===== src/pkg/apvf_pkg.sv =====
// Shared constants, types and register map of the audio path, volume and fault block.
// Assumes a single 40 MHz device clock; all link pins are asynchronous to it.
package apvf_pkg;
	localparam logic [7:0] REG_POWER = 8'h01;
	localparam logic [7:0] REG_PATH = 8'h02;
	localparam logic [7:0] REG_PWM = 8'h03;
	localparam logic [7:0] REG_VOL = 8'h04;
	localparam logic [7:0] REG_VCFG = 8'h05;
	localparam logic [7:0] REG_CLIP0 = 8'h06;
	localparam logic [7:0] REG_CLIP1 = 8'h07;
	localparam logic [7:0] REG_CLIP2 = 8'h08;
	localparam logic [7:0] REG_ERR = 8'h09;
	localparam logic [7:0] REG_VNOW = 8'h0a;

	localparam int POWER_SD_BIT = 0;
	localparam int PATH_HPF_BYP = 7;
	localparam int PATH_WLEN_LSB = 2;
	localparam int PATH_BOOST_LSB = 0;
	localparam int VCFG_NOFADE = 7;

	localparam logic [7:0] POWER_RST = 8'h01;
	localparam logic [7:0] PATH_RST = 8'h01;
	localparam logic [7:0] PWM_RST = 8'h01;
	localparam logic [7:0] VOL_ZERO_DB = 8'hcf;
	localparam logic [7:0] VOL_MUTE = 8'h00;
	localparam logic [7:0] VOL_MAX_CODE = 8'hff;
	localparam logic [7:0] VCFG_RST = 8'h00;
	localparam logic [19:0] CLIP_RST = 20'hfffff;
	localparam logic [1:0] HW_BOOST = 2'h1;
	localparam logic [1:0] HW_PWM_SEL = 2'h1;

	localparam int ERR_OC = 0;
	localparam int ERR_UV = 1;
	localparam int ERR_OV = 2;
	localparam int ERR_OT = 3;
	localparam int ERR_DC = 4;
	localparam int ERR_CK = 5;
	localparam int ERR_OVR = 6;

	localparam longint CLK_HZ = 40_000_000;
	localparam longint DC_TIME_MS = 420;
	localparam longint DC_CYCLES = (DC_TIME_MS * CLK_HZ + 999) / 1000;
	localparam longint STALL_TIME_US = 100;
	localparam int STALL_CYCLES = int'(STALL_TIME_US * CLK_HZ / 1_000_000);
	localparam int FAULT_TIMEOUT_DEF = 4_000_000;

	localparam logic [5:0] BITS_32X = 6'h10;
	localparam logic [5:0] BITS_48X = 6'h18;
	localparam logic [5:0] BITS_64X = 6'h20;
	localparam logic [2:0] VOL_STEP_FRAMES = 3'h7;
	localparam int HPF_SHIFT = 10;
	localparam int GAIN_FRAC = 12;
	localparam int PWM_SHIFT_BASE = 3;
	localparam logic [15:0] GAIN_LUT [12] = '{16'hfd95, 16'hef68, 16'he204, 16'hd55e,
		16'hc96d, 16'hbe29, 16'hb382, 16'ha978, 16'ha002, 16'h970f, 16'h8e97, 16'h86a1};

	typedef struct packed {
		logic [23:0] left;
		logic [23:0] right;
	} apvf_pair_s;

	typedef enum logic [3:0] {
		ST_SHUT = 4'b0001,
		ST_RUN = 4'b0010,
		ST_FAULT = 4'b0100,
		ST_WAIT = 4'b1000
	} apvf_state_e;
endpackage


===== src/apvf_top.sv =====
// Serial audio receiver, DC filter, boost, ramped volume, clipper, PWM and fault supervisor.
// Assumes link pins and fault sense lines are asynchronous; register port is on clk_i.
//
// Function
// Frame clock high carries left word, low carries right word.
// Accept bit clock at 32, 48 or 64 times the sample rate.
// Source starts a 24-bit word eight bit clocks after frame edge.
// Word LSB sits in last bit clock before frame edge; align there.
// Data MSB first, sampled on bit clock rising edge.
// Short words get zero-filled leading bits before entering the path.
// DC-removing high-pass filter always active in pin-configured mode.
// Register mode: path_control bit 7 set bypasses the high-pass filter.
// Detected output DC stops the power stage with a latching fault.
// Boost follows the filter; pin-configured mode uses plus six decibels.
// Volume code is 0xCF plus gain over half decibel, mute to +24 dB.
// Applied volume steps half a decibel every eight frames toward target.
// Volume config bit 7 disables the fade; new volume applies at once.
// Clipper limits signal to a programmed 20-bit clip level.
// Each channel drives one complementary PWM output pair.
// PWM frequency is a configurable integer multiple of the sample rate.
// Six fault kinds each reported on fault pin and own status bit; under and over voltage leave the pin high.
// Latching faults clear only by toggling shutdown pin or bit.
// Fault still present at shutdown release re-enters fault state.
// Cleared latching fault resumes after toggle and the fault timeout.
// Non-latching faults resume playback automatically once cleared.
// Non-latching faults leave fault pin high, except clock errors.
// Fault pin is open-drain, active low, only ever pulled low.
// DC error: duty above 60 percent same polarity over 420 ms.
// Shutdown pin low shuts the amplifier, high releases it.
// Fault timeout length is a parameter in device clock cycles.
`timescale 1ns/1ps
`default_nettype none
module apvf_top #(
	parameter int unsigned DC_CYCLES = 32'(apvf_pkg::DC_CYCLES),
	parameter int unsigned FAULT_TIMEOUT = apvf_pkg::FAULT_TIMEOUT_DEF
) (
	input wire logic clk_i,
	input wire logic rst_n_i,
	input wire logic hw_mode_i,
	input wire logic sclk_i,
	input wire logic lrck_i,
	input wire logic sdata_i,
	input wire logic amp_shutdown_n_i,
	input wire logic over_current_i,
	input wire logic under_voltage_i,
	input wire logic over_voltage_i,
	input wire logic over_temp_i,
	input wire logic [7:0] reg_addr_i,
	input wire logic reg_wr_i,
	input wire logic [7:0] reg_wdata_i,
	output logic [7:0] reg_rdata_o,
	output logic [1:0] pwm_p_o,
	output logic [1:0] pwm_n_o,
	output logic amp_fault_n_o,
	output logic amp_fault_n_oe_o
);
	import apvf_pkg::*;

	logic [8:0] pin_s1, pin_s2;
	logic sclk_d, lrck_q;
	logic hw, sclk_s, lrck_s, sdata_s, sd_pin, oc, uv, ov, ot;
	logic [31:0] shreg;
	logic [5:0] bitcnt;
	logic [23:0] left_hold, word;
	logic [23:0] wmask;
	logic lr_edge, frame_tick, load;
	logic ratio_bad, stalled, clk_err;
	logic [12:0] stall_cnt;
	logic [11:0] flen_cnt, flen, period, pcnt;
	logic [7:0] power_r, path_r, pwm_r, vol_r, vcfg_r, err_r;
	logic [19:0] clip_r;
	logic [7:0] vol_now, vol_tgt;
	logic [2:0] fcnt;
	logic [15:0] gain;
	logic [1:0] boost_sel, pwm_sel;
	logic hpf_on, fade_on;
	logic [23:0] lim;
	apvf_pair_s fifo_mem [2];
	apvf_pair_s fifo_out;
	logic fifo_wp, fifo_rp;
	logic [1:0] fifo_cnt;
	logic in_ready, out_valid, out_ready, overrun;
	logic [1:0] dc_hit;
	logic sd_eff, latch_err, run;
	logic fault_pend;
	logic [22:0] tcnt;
	apvf_state_e state, next_state;

	function automatic logic [23:0] sat24(input logic signed [40:0] v);
		if (v > 41'sh7fffff) begin
			return 24'h7fffff;
		end
		if (v < -41'sh800000) begin
			return 24'h800000;
		end
		return v[23:0];
	endfunction

	// code to gain
	function automatic logic [15:0] vol_gain(input logic [7:0] code);
		logic [7:0] k;
		logic [4:0] sh;
		logic [3:0] r;
		k = VOL_MAX_CODE - code;
		sh = 5'(k / 8'd12);
		r = 4'(k % 8'd12);
		if (code == VOL_MUTE) begin
			return 16'h0;
		end
		return GAIN_LUT[r] >> sh;
	endfunction

	// Pins cross into clk_i through two flops; the third sclk/lrck stage is for edges
	always_ff @(posedge clk_i) begin
		if (!rst_n_i) begin
			pin_s1 <= 9'h0;
			pin_s2 <= 9'h0;
			sclk_d <= 1'b0;
		end else begin
			pin_s1 <= {hw_mode_i, sclk_i, lrck_i, sdata_i, amp_shutdown_n_i,
				over_current_i, under_voltage_i, over_voltage_i, over_temp_i};
			pin_s2 <= pin_s1;
			sclk_d <= sclk_s;
		end
	end
	assign {hw, sclk_s, lrck_s, sdata_s, sd_pin, oc, uv, ov, ot} = pin_s2;

	// sample on rise
	always_ff @(posedge clk_i) begin
		if (!rst_n_i) begin
			shreg <= 32'h0;
			lrck_q <= 1'b0;
		end else if (sclk_s && !sclk_d) begin
			shreg <= {shreg[30:0], sdata_s};
			lrck_q <= lrck_s;
		end
	end

	// word ends at frame edge
	assign lr_edge = sclk_s && !sclk_d && (lrck_s != lrck_q);
	always_comb begin
		unique case (path_r[PATH_WLEN_LSB +: 2])
			2'h0: wmask = 24'hffffff;
			2'h1: wmask = 24'h0fffff;
			2'h2: wmask = 24'h03ffff;
			2'h3: wmask = 24'h00ffff;
		endcase
		if (hw) begin
			wmask = 24'hffffff;
		end
	end
	// zero leading bits
	// last 24 bits kept
	assign word = shreg[23:0] & wmask;
	// high is left
	assign frame_tick = lr_edge && lrck_s;

	always_ff @(posedge clk_i) begin
		if (!rst_n_i) begin
			left_hold <= 24'h0;
		end else if (lr_edge && lrck_q) begin
			left_hold <= word;
		end
	end

	// ratio check
	always_ff @(posedge clk_i) begin
		if (!rst_n_i) begin
			bitcnt <= 6'h0;
			ratio_bad <= 1'b0;
		end else if (lr_edge) begin
			bitcnt <= 6'h1;
			ratio_bad <= !(bitcnt == BITS_32X || bitcnt == BITS_48X || bitcnt == BITS_64X);
		end else if (sclk_s && !sclk_d && bitcnt != 6'h3f) begin
			bitcnt <= bitcnt + 6'h1;
		end
	end

	// A frame clock that stops is a clock error as well
	always_ff @(posedge clk_i) begin
		if (!rst_n_i) begin
			stall_cnt <= 13'h0;
			stalled <= 1'b0;
		end else if (lr_edge) begin
			stall_cnt <= 13'h0;
			stalled <= 1'b0;
		end else if (stall_cnt == 13'(STALL_CYCLES)) begin
			stalled <= 1'b1;
		end else begin
			stall_cnt <= stall_cnt + 13'h1;
		end
	end
	assign clk_err = ratio_bad || stalled;

	// Frame length in clk cycles sets the PWM period
	always_ff @(posedge clk_i) begin
		if (!rst_n_i) begin
			flen_cnt <= 12'h0;
			flen <= 12'h0;
			load <= 1'b0;
		end else begin
			load <= frame_tick;
			if (frame_tick) begin
				flen <= flen_cnt;
				flen_cnt <= 12'h1;
			end else if (flen_cnt != 12'hfff) begin
				flen_cnt <= flen_cnt + 12'h1;
			end
		end
	end

	// Two-entry buffer; stalls while run is low outside shutdown, so overrun is reported; shutdown flushes it
	assign in_ready = fifo_cnt != 2'h2;
	assign out_valid = fifo_cnt != 2'h0;
	assign out_ready = load && run;
	assign overrun = frame_tick && !in_ready;
	assign fifo_out = fifo_mem[fifo_rp];
	always_ff @(posedge clk_i) begin
		if (!rst_n_i) begin
			fifo_wp <= 1'b0;
			fifo_rp <= 1'b0;
			fifo_cnt <= 2'h0;
		end else if (state == ST_SHUT) begin
			// flush stale audio
			// A restart would otherwise replay the words that caused the fault
			fifo_wp <= 1'b0;
			fifo_rp <= 1'b0;
			fifo_cnt <= 2'h0;
		end else begin
			if (frame_tick && in_ready) begin
				fifo_mem[fifo_wp] <= '{left: left_hold, right: word};
				fifo_wp <= !fifo_wp;
			end
			if (out_valid && out_ready) begin
				fifo_rp <= !fifo_rp;
			end
			fifo_cnt <= fifo_cnt + 2'(frame_tick && in_ready) - 2'(out_valid && out_ready);
		end
	end

	// Register port
	always_ff @(posedge clk_i) begin
		if (!rst_n_i) begin
			power_r <= POWER_RST;
			path_r <= PATH_RST;
			pwm_r <= PWM_RST;
			vol_r <= VOL_ZERO_DB;
			vcfg_r <= VCFG_RST;
			clip_r <= CLIP_RST;
		end else if (reg_wr_i) begin
			unique case (reg_addr_i)
				REG_POWER: power_r <= reg_wdata_i;
				REG_PATH: path_r <= reg_wdata_i;
				REG_PWM: pwm_r <= reg_wdata_i;
				REG_VOL: vol_r <= reg_wdata_i;
				REG_VCFG: vcfg_r <= reg_wdata_i;
				REG_CLIP0: clip_r[7:0] <= reg_wdata_i;
				REG_CLIP1: clip_r[15:8] <= reg_wdata_i;
				REG_CLIP2: clip_r[19:16] <= reg_wdata_i[3:0];
				default: ;
			endcase
		end
	end

	// status bits, set wins over write-one clear
	always_ff @(posedge clk_i) begin
		if (!rst_n_i) begin
			err_r <= 8'h0;
		end else begin
			err_r <= (err_r & ~((reg_wr_i && reg_addr_i == REG_ERR) ? reg_wdata_i : 8'h0))
				| 8'({overrun, clk_err, |dc_hit, ot, ov, uv, oc});
		end
	end

	always_ff @(posedge clk_i) begin
		if (!rst_n_i) begin
			reg_rdata_o <= 8'h0;
		end else begin
			unique case (reg_addr_i)
				REG_POWER: reg_rdata_o <= power_r;
				REG_PATH: reg_rdata_o <= path_r;
				REG_PWM: reg_rdata_o <= pwm_r;
				REG_VOL: reg_rdata_o <= vol_r;
				REG_VCFG: reg_rdata_o <= vcfg_r;
				REG_CLIP0: reg_rdata_o <= clip_r[7:0];
				REG_CLIP1: reg_rdata_o <= clip_r[15:8];
				REG_CLIP2: reg_rdata_o <= {4'h0, clip_r[19:16]};
				REG_ERR: reg_rdata_o <= err_r;
				REG_VNOW: reg_rdata_o <= vol_now;
				default: reg_rdata_o <= 8'h0;
			endcase
		end
	end

	// Pin-configured mode ignores the path registers
	// filter forced on
	// bypass bit
	assign hpf_on = hw || !path_r[PATH_HPF_BYP];
	// fixed boost
	assign boost_sel = hw ? HW_BOOST : path_r[PATH_BOOST_LSB +: 2];
	// ratio select
	assign pwm_sel = hw ? HW_PWM_SEL : pwm_r[1:0];
	assign vol_tgt = hw ? VOL_ZERO_DB : vol_r;
	// fade off
	assign fade_on = hw || !vcfg_r[VCFG_NOFADE];
	// clip level
	assign lim = hw ? 24'h7fffff : {1'b0, clip_r, 3'h0};

	// step every 8 frames
	always_ff @(posedge clk_i) begin
		if (!rst_n_i) begin
			vol_now <= VOL_ZERO_DB;
			fcnt <= 3'h0;
		end else if (!fade_on) begin
			vol_now <= vol_tgt;
		end else if (frame_tick) begin
			fcnt <= fcnt + 3'h1;
			if (fcnt == VOL_STEP_FRAMES && vol_now < vol_tgt) begin
				vol_now <= vol_now + 8'h1;
			end else if (fcnt == VOL_STEP_FRAMES && vol_now > vol_tgt) begin
				vol_now <= vol_now - 8'h1;
			end
		end
	end
	assign gain = vol_gain(vol_now);

	// period is frame over 2^n
	assign period = flen >> (PWM_SHIFT_BASE + int'(pwm_sel));
	always_ff @(posedge clk_i) begin
		if (!rst_n_i) begin
			pcnt <= 12'h0;
		end else if (frame_tick || pcnt + 12'h1 >= period) begin
			pcnt <= 12'h0;
		end else begin
			pcnt <= pcnt + 12'h1;
		end
	end

	for (genvar ch = 0; ch < 2; ch++) begin : g_ch
		logic [23:0] x, xp, yp, hp, bo, vo, cl, samp;
		logic [11:0] duty;
		logic [35:0] prod;
		logic [1:0] pol, pol_q;
		logic [24:0] dcnt;

		assign x = (ch == 0) ? fifo_out.left : fifo_out.right;
		// first-order DC removal
		assign hp = hpf_on ? sat24(41'(signed'(x)) - 41'(signed'(xp)) + 41'(signed'(yp))
			- 41'(signed'(yp) >>> HPF_SHIFT)) : x;
		// boost shift
		assign bo = sat24(41'(signed'(hp)) <<< boost_sel);
		// apply gain
		assign vo = sat24((41'(signed'(bo)) * 41'(signed'({1'b0, gain}))) >>> GAIN_FRAC);
		// clip
		always_comb begin
			cl = vo;
			if ($signed(vo) > $signed(lim)) begin
				cl = lim;
			end else if ($signed(vo) < -$signed(lim)) begin
				cl = 24'(-$signed(lim));
			end
		end

		always_ff @(posedge clk_i) begin
			if (!rst_n_i) begin
				xp <= 24'h0;
				yp <= 24'h0;
				samp <= 24'h0;
			end else if (state == ST_SHUT) begin
				// clear held samples
				xp <= 24'h0;
				yp <= 24'h0;
				samp <= 24'h0;
			end else if (out_valid && out_ready) begin
				xp <= x;
				yp <= hp;
				samp <= cl;
			end
		end

		assign prod = 36'(samp ^ 24'h800000) * 36'(period);
		assign duty = prod[35:24];

		// complementary pair
		always_ff @(posedge clk_i) begin
			if (!rst_n_i) begin
				pwm_p_o[ch] <= 1'b0;
				pwm_n_o[ch] <= 1'b0;
			end else begin
				pwm_p_o[ch] <= run && (pcnt < duty);
				pwm_n_o[ch] <= run && !(pcnt < duty);
			end
		end

		// duty over 60 percent, same polarity
		assign pol = {15'(duty) * 15'd5 < 15'(period) * 15'd2,
			15'(duty) * 15'd5 > 15'(period) * 15'd3};
		always_ff @(posedge clk_i) begin
			if (!rst_n_i) begin
				dcnt <= 25'h0;
				pol_q <= 2'h0;
			end else begin
				pol_q <= pol;
				if (!run || pol == 2'h0 || pol != pol_q) begin
					dcnt <= 25'h0;
				end else if (dcnt <= 25'(DC_CYCLES)) begin
					dcnt <= dcnt + 25'h1;
				end
			end
		end
		assign dc_hit[ch] = dcnt > 25'(DC_CYCLES);
	end

	// pin low shuts down
	// pin or bit toggle
	assign sd_eff = sd_pin && (hw || power_r[POWER_SD_BIT]);
	// DC is latching
	assign latch_err = oc || ot || (|dc_hit);
	// auto resume
	assign run = (state == ST_RUN) && !uv && !ov && !clk_err;

	always_comb begin
		next_state = state;
		unique case (state)
			ST_SHUT: begin
				// re-fault on release
				if (sd_eff && latch_err) begin
					next_state = ST_FAULT;
				end else if (sd_eff && fault_pend) begin
					next_state = ST_WAIT;
				end else if (sd_eff) begin
					next_state = ST_RUN;
				end
			end
			ST_RUN: begin
				if (!sd_eff) begin
					next_state = ST_SHUT;
				end else if (latch_err) begin
					next_state = ST_FAULT;
				end
			end
			ST_FAULT: begin
				if (!sd_eff) begin
					next_state = ST_SHUT;
				end
			end
			ST_WAIT: begin
				if (!sd_eff) begin
					next_state = ST_SHUT;
				end else if (latch_err) begin
					next_state = ST_FAULT;
				end else if (tcnt == 23'(FAULT_TIMEOUT - 1)) begin
					// resume after timeout
					next_state = ST_RUN;
				end
			end
			default: next_state = ST_SHUT;
		endcase
	end

	always_ff @(posedge clk_i) begin
		if (!rst_n_i) begin
			state <= ST_SHUT;
		end else begin
			state <= next_state;
		end
	end

	// timeout counter
	always_ff @(posedge clk_i) begin
		if (!rst_n_i) begin
			tcnt <= 23'h0;
			fault_pend <= 1'b0;
		end else begin
			tcnt <= (state == ST_WAIT) ? tcnt + 23'h1 : 23'h0;
			if (state == ST_FAULT) begin
				fault_pend <= 1'b1;
			end else if (state == ST_WAIT && next_state == ST_RUN) begin
				fault_pend <= 1'b0;
			end
		end
	end

	// clock error pulls low
	// open drain, drive low only
	always_ff @(posedge clk_i) begin
		if (!rst_n_i) begin
			amp_fault_n_oe_o <= 1'b0;
		end else begin
			amp_fault_n_oe_o <= (state == ST_FAULT) || (state == ST_WAIT) || clk_err;
		end
	end
	assign amp_fault_n_o = 1'b0;
endmodule
`default_nettype wire


===== config.mk =====
export PLATFORM = sky130hd
export DESIGN_NAME = apvf_top
export DESIGN_NICKNAME = d
export VERILOG_FILES = /design/src/pkg/apvf_pkg.sv /design/src/apvf_top.sv
export SDC_FILE = /design/constraint.sdc
export NUM_CORES = 2
export LEC_CHECK = 0
export CAP_MARGIN = 20
export CORE_UTILIZATION = 45
export DETAILED_ROUTE_END_ITERATION = 10
export DONT_BUFFER_PORTS = 1
export HOLD_SLACK_MARGIN = 0.02
export PLACE_DENSITY = 0.65
export SLEW_MARGIN = 20
export SYNTH_ARGS = -nofsm -noshare
export SYNTH_HDL_FRONTEND = slang
export SYNTH_SLANG_ARGS = --single-unit

===== constraint.sdc =====
create_clock -name clk_i -period 41.2 [get_ports clk_i]
set_clock_uncertainty 0.2 [all_clocks]
set_input_delay 0 -clock clk_i [delete_from_list [all_inputs] [get_ports clk_i]]
set_output_delay 0 -clock clk_i [all_outputs]
set_load 0.05 [all_outputs]

Word-level counts from Yosys, hierarchy flattened --
Memory sizes are Yosys's and may differ from the RTL's. A register that Yosys moved wholly into a read port is not among the register bits. Cells that the tools add are included.
Storage, ports and cells: flip-flop bits (word level) 448, memory bits (writable) 96, ROM bits 256, logic and storage cells 319, memories 2
Memories:
- (name not given) | words 16, width 16, read ports 1, clocked after memory_dff 0, wr ports 0, RTL line apvf_top.sv:110 | return GAIN_LUT[r] >> sh;
- fifo_mem | words 2, width 48, read ports 1, clocked after memory_dff 1, wr ports 1, RTL line apvf_top.sv:78 | apvf_pair_s fifo_mem [2];
Cells by class: add/subtract/negate cells 21, $mul 7, divide/modulo/power cells 2, $lt $le $gt $ge 30, equality and inequality tests 32, shift operators 4, multiplexer cells 87, bitwise logic cells 8, reduce and logical (&&, ||, !) cells 77
Operator list (count):
- $mux 24 | 31
- $pmux 24 s4 | 1
- $gt 41x24->1 const B | 2
- $lt 41x24->1 const B | 2
- $mul 24x17->41 | 2
- $sshl 24x2->41 | 2
- $pmux 8 s10 | 1
- $mul 24x12->36 | 2
- $mux 16 | 4
- $gt 29x24->1 const B | 2
- $lt 29x24->1 const B | 2
- $gt 27x24->1 const B | 2
- $lt 27x24->1 const B | 2
- $sub 26x14->27 | 2
- $add 25x24->26 | 2
- $add 25x1->25 const B | 2
- $gt 25x25->1 const B | 2
- $le 25x25->1 const B | 2
- $sub 24x24->25 | 2
- $gt 24x24->1 | 2
- $lt 24x24->1 | 2
- $mux 8 | 6
- $mux 4 | 9
- $eq 8x3->1 const B | 4
- other kinds (63) | 178

Logic depth before layout (Yosys ltp) --
word-level depth 24, depth in mapped cells 68, gate-level depth less buffers 58

Least setup slack after synthesis --
No wires, ideal clock.
path type flip-flop to flip-flop, from reg (tool-made name), to reg g_ch[0].samp[10], arrival 15.291 ns, path slack 25.592 ns, stages on the path, launching flop included 61, period minus slack after synthesis 15.608 ns, path through dfxtp_1 buf_2 buf_2 buf_2 buf_1 mux2_2 fa_1 inv_1 fa_1 inv_1 ha_1 fa_1 a21o_1 a21oi_1 o21a_1 o211ai_2 a21oi_1 or2_2 [... 25 more ...] a21oi_1 nor4_1 a21oi_1 clkbuf_1 o21ai_0 ha_1 a21o_1 a21o_1 a21oi_1 nor2_1 a2111oi_0 o31ai_1 clkbuf_1 a2111oi_0 o21bai_1 buf_2 nand3_1 a32o_1
RTL lines:
- to (signal assigned) | RTL line apvf_top.sv:377 | samp <= cl;
- to (decl) | RTL line apvf_top.sv:340 | logic [23:0] x, xp, yp, hp, bo, vo, cl, samp;

==> flow_summary.ini <==
[route]
vias = 63728
postRouteAntennaNets = 0
wl_per_cell_um = 20.7
drc = 0
drt_wl_total_mm = 234
first_pass_iters = 9
vias_per_cell = 5.65
first_iter_violations = 5093

[layout]
antenna_cells = 0
drive_gt1_frac = 0.0435
final_nets = 10752
layoutNonFillerInstCount = 11285
n_fill_cell = 16413
syn_to_final_growth_pct = 5.96

[sta]
finalSetupViolCount = 0
setup-tns-final_ps = 0
fmax_mhz = 52.0
rsz0062_at_grt = false
finalHoldViolations = 0
post-route-period-util = 0.467
report.final.slew_viol_count = 0
slew_headroom = 0.216
tightest_slew_ps = 1180
fin_crit_ps = 19230

[die]
die_y_um = 419
start_util = 0.455
ios = 42
chipWidth_um = 419
die_area_sq_um = 176000
num_rows = 152
coreArea_sq_um = 172000

[synth]
ys_seq_area_frac = 0.151
synth_edf_count = 96
synth_area_sq_um = 78300
netlist.area_leader.share = 0.296
synthFlopType = dfxtp_1
ys.warnings.count = 0
synth_seq_cells = 542
syn_inst = 9153
yosysTopAreaCell = fa_1
synth.distinct_cells = 118
yosys-top-cells-count = inv_1 (1475), fa_1 (1158), nand2_1 (1151), ha_1 (642), nor2_1 (593)
synth_area_leaders = fa_1 (30%), dfxtp_1 (11%), ha_1 (10%), inv_1 (7.1%), nand2_1 (5.5%)
yosysMostFrequentCell = inv_1
syn_avg_cell_area_sq_um = 8.55
synthArstFlopShare = 0

[power]
ir_worst_vdd_v = 0.0000509
p_leak_nw = 39.2
powerDensity_nw_per_um2 = 33.4

[grt]
grtUsageTotal = 0.267
grt_pass1_vias = 65289
grt_start_max_net_pins = 90
grt_pass1_wl_mm = 369
antenna_found_initial = 3
grt-ovfl-total = 0

[placement]
finalWeightedCongestion = 0.976
dp_cells = 11110
io_buffers = 0
dp_hpwl_mm = 180

[worst_setup_path]
crit_slowest_cell = and2_1
crit_top_cell = fa_1
cp_slowest_stage_delay_ps = 1010
cp-start-kind = register
crit_type = reg2reg
cp-end-kind = register
cp.required_ps = 41590
cp_max_fo = 36
worst_ep_arrival_time_ps = 19620

[clocking]
cts_setup_buffers = 0
htreeDepth = 2
cts_sinks = 542
clockRootBuffer = clkbuf_16
clk_path_buf_depth = 3
clk_pin_slew_worst_paths_ps = 70
clock_latency_ps = 720
cts_tree = built
cts_made_buffers = 59

[status]
status = finished, final reports clean

[hold_path]
min_path_type = in2reg

[flow_run]
drv_cap = 0
-- path summary, 6_finish.rpt --
check / start / to / slack [ps] / cells past startpoint
max: register / g_ch[0].samp[16] / 21970 / 53
min: reg_wr_i / power_r[4] / 60 / 4
min reg2reg: pin_s1[1] / pin_s2[1] / 230 / 1
max reg2reg: register / g_ch[0].samp[16] / 21970 / 53
-- cell type report --
| cell class | instances | area [sq um] | area share |
|---|---|---|---|
| repair buffers | 171 | 1490 | 0.0180 |
| clock inverters | 41 | 474 | 0.00572 |
| multi-input cells | 6671 | 59100 | 0.712 |
| clock buffers | 71 | 1620 | 0.0196 |
| flip-flops and latches | 542 | 11800 | 0.142 |
| inverters | 1479 | 5560 | 0.0670 |
| well taps | 2310 | 2890 | 0.0348 |
-- logic make-up after synthesis --
family | Yosys count | share of synthesized area
compound gates | 1630 | 0.136
xor+xnor | 275 | 0.0308
fa+ha+maj | 1800 | 0.399
buf+inv | 1943 | 0.0964
flops | 542 | 0.151
mux | 151 | 0.0202
other cells | 1 | 0.0000479
simple gates | 2811 | 0.167
-- power by group --
group	internal, mW	switching (mW)
Combinational	0.612	1.05
Clock	0.319	0.253
Sequential	0.539	0.00239
-- layer usage --
layer  track usage  wire length [um]
met1         0.354             98500
met2         0.439            109000
met3        0.0376             17200
met4         0.102              9360
met5             0                 0
-- through the flow --
| step | instance area [sq um] | hold WS, ps | worst slack (ps) | power [mW] | utilization |
|---|---|---|---|---|---|
| after floorplan | 78300 | -72.7 | 25590 | 1.72 | - |
| after global placement | 80200 | -128 | 22370 | 2.14 | 0.466 |
| after detailed placement | 80200 | -126 | 22280 | 2.16 | 0.466 |
| after CTS | 82900 | 21.3 | 22180 | 2.74 | 0.482 |
| after global routing | 83000 | 58.2 | 21050 | 2.97 | 0.482 |
| final | 83000 | 56.5 | 21970 | 2.77 | 0.482 |
-- flip-flops by register name (all words and copies together), names as in the netlist, 13 cells and up, named ones only --
signal / count
clip_r: 20
fifo_mem: 96
g_ch.dcnt: 50
g_ch.samp: 48
g_ch.xp: 48
g_ch.yp: 48
left_hold: 24
shreg: 24
stall_cnt: 13
tcnt: 23
-- placed cells by master (no fill, tap or decap), types with 206 or more instances in the layout --
cell / synthesis / routed
o21ai_0: 206 / 206
fa_1: 1158 / 1158
ha_1: 642 / 642
a21oi_1: 584 / 584
a21o_1: 213 / 213
dfxtp_1: 446 / 444
and2_1: 278 / 278
nand2_1: 1151 / 1150
nor2_1: 593 / 590
inv_1: 1475 / 1473
-- critical path: cells and delay by family, from the launching register on --
family                     cells  cell delay, ps
and+or+nand+nor               14            6770
DFF                            1             570
buffers and inverters          7            1130
adders and majority gates     12            5500
AOI/OAI and AO/OA             19            4360
muxes                          1             500
-- repair_timing --
action                    in CTS  in global routing
resized for setup              0                  0
hold endpoints to repair     289                  0
hold buffers                  62                  0
No activity file was read; power rests on OpenSTA's default activity.
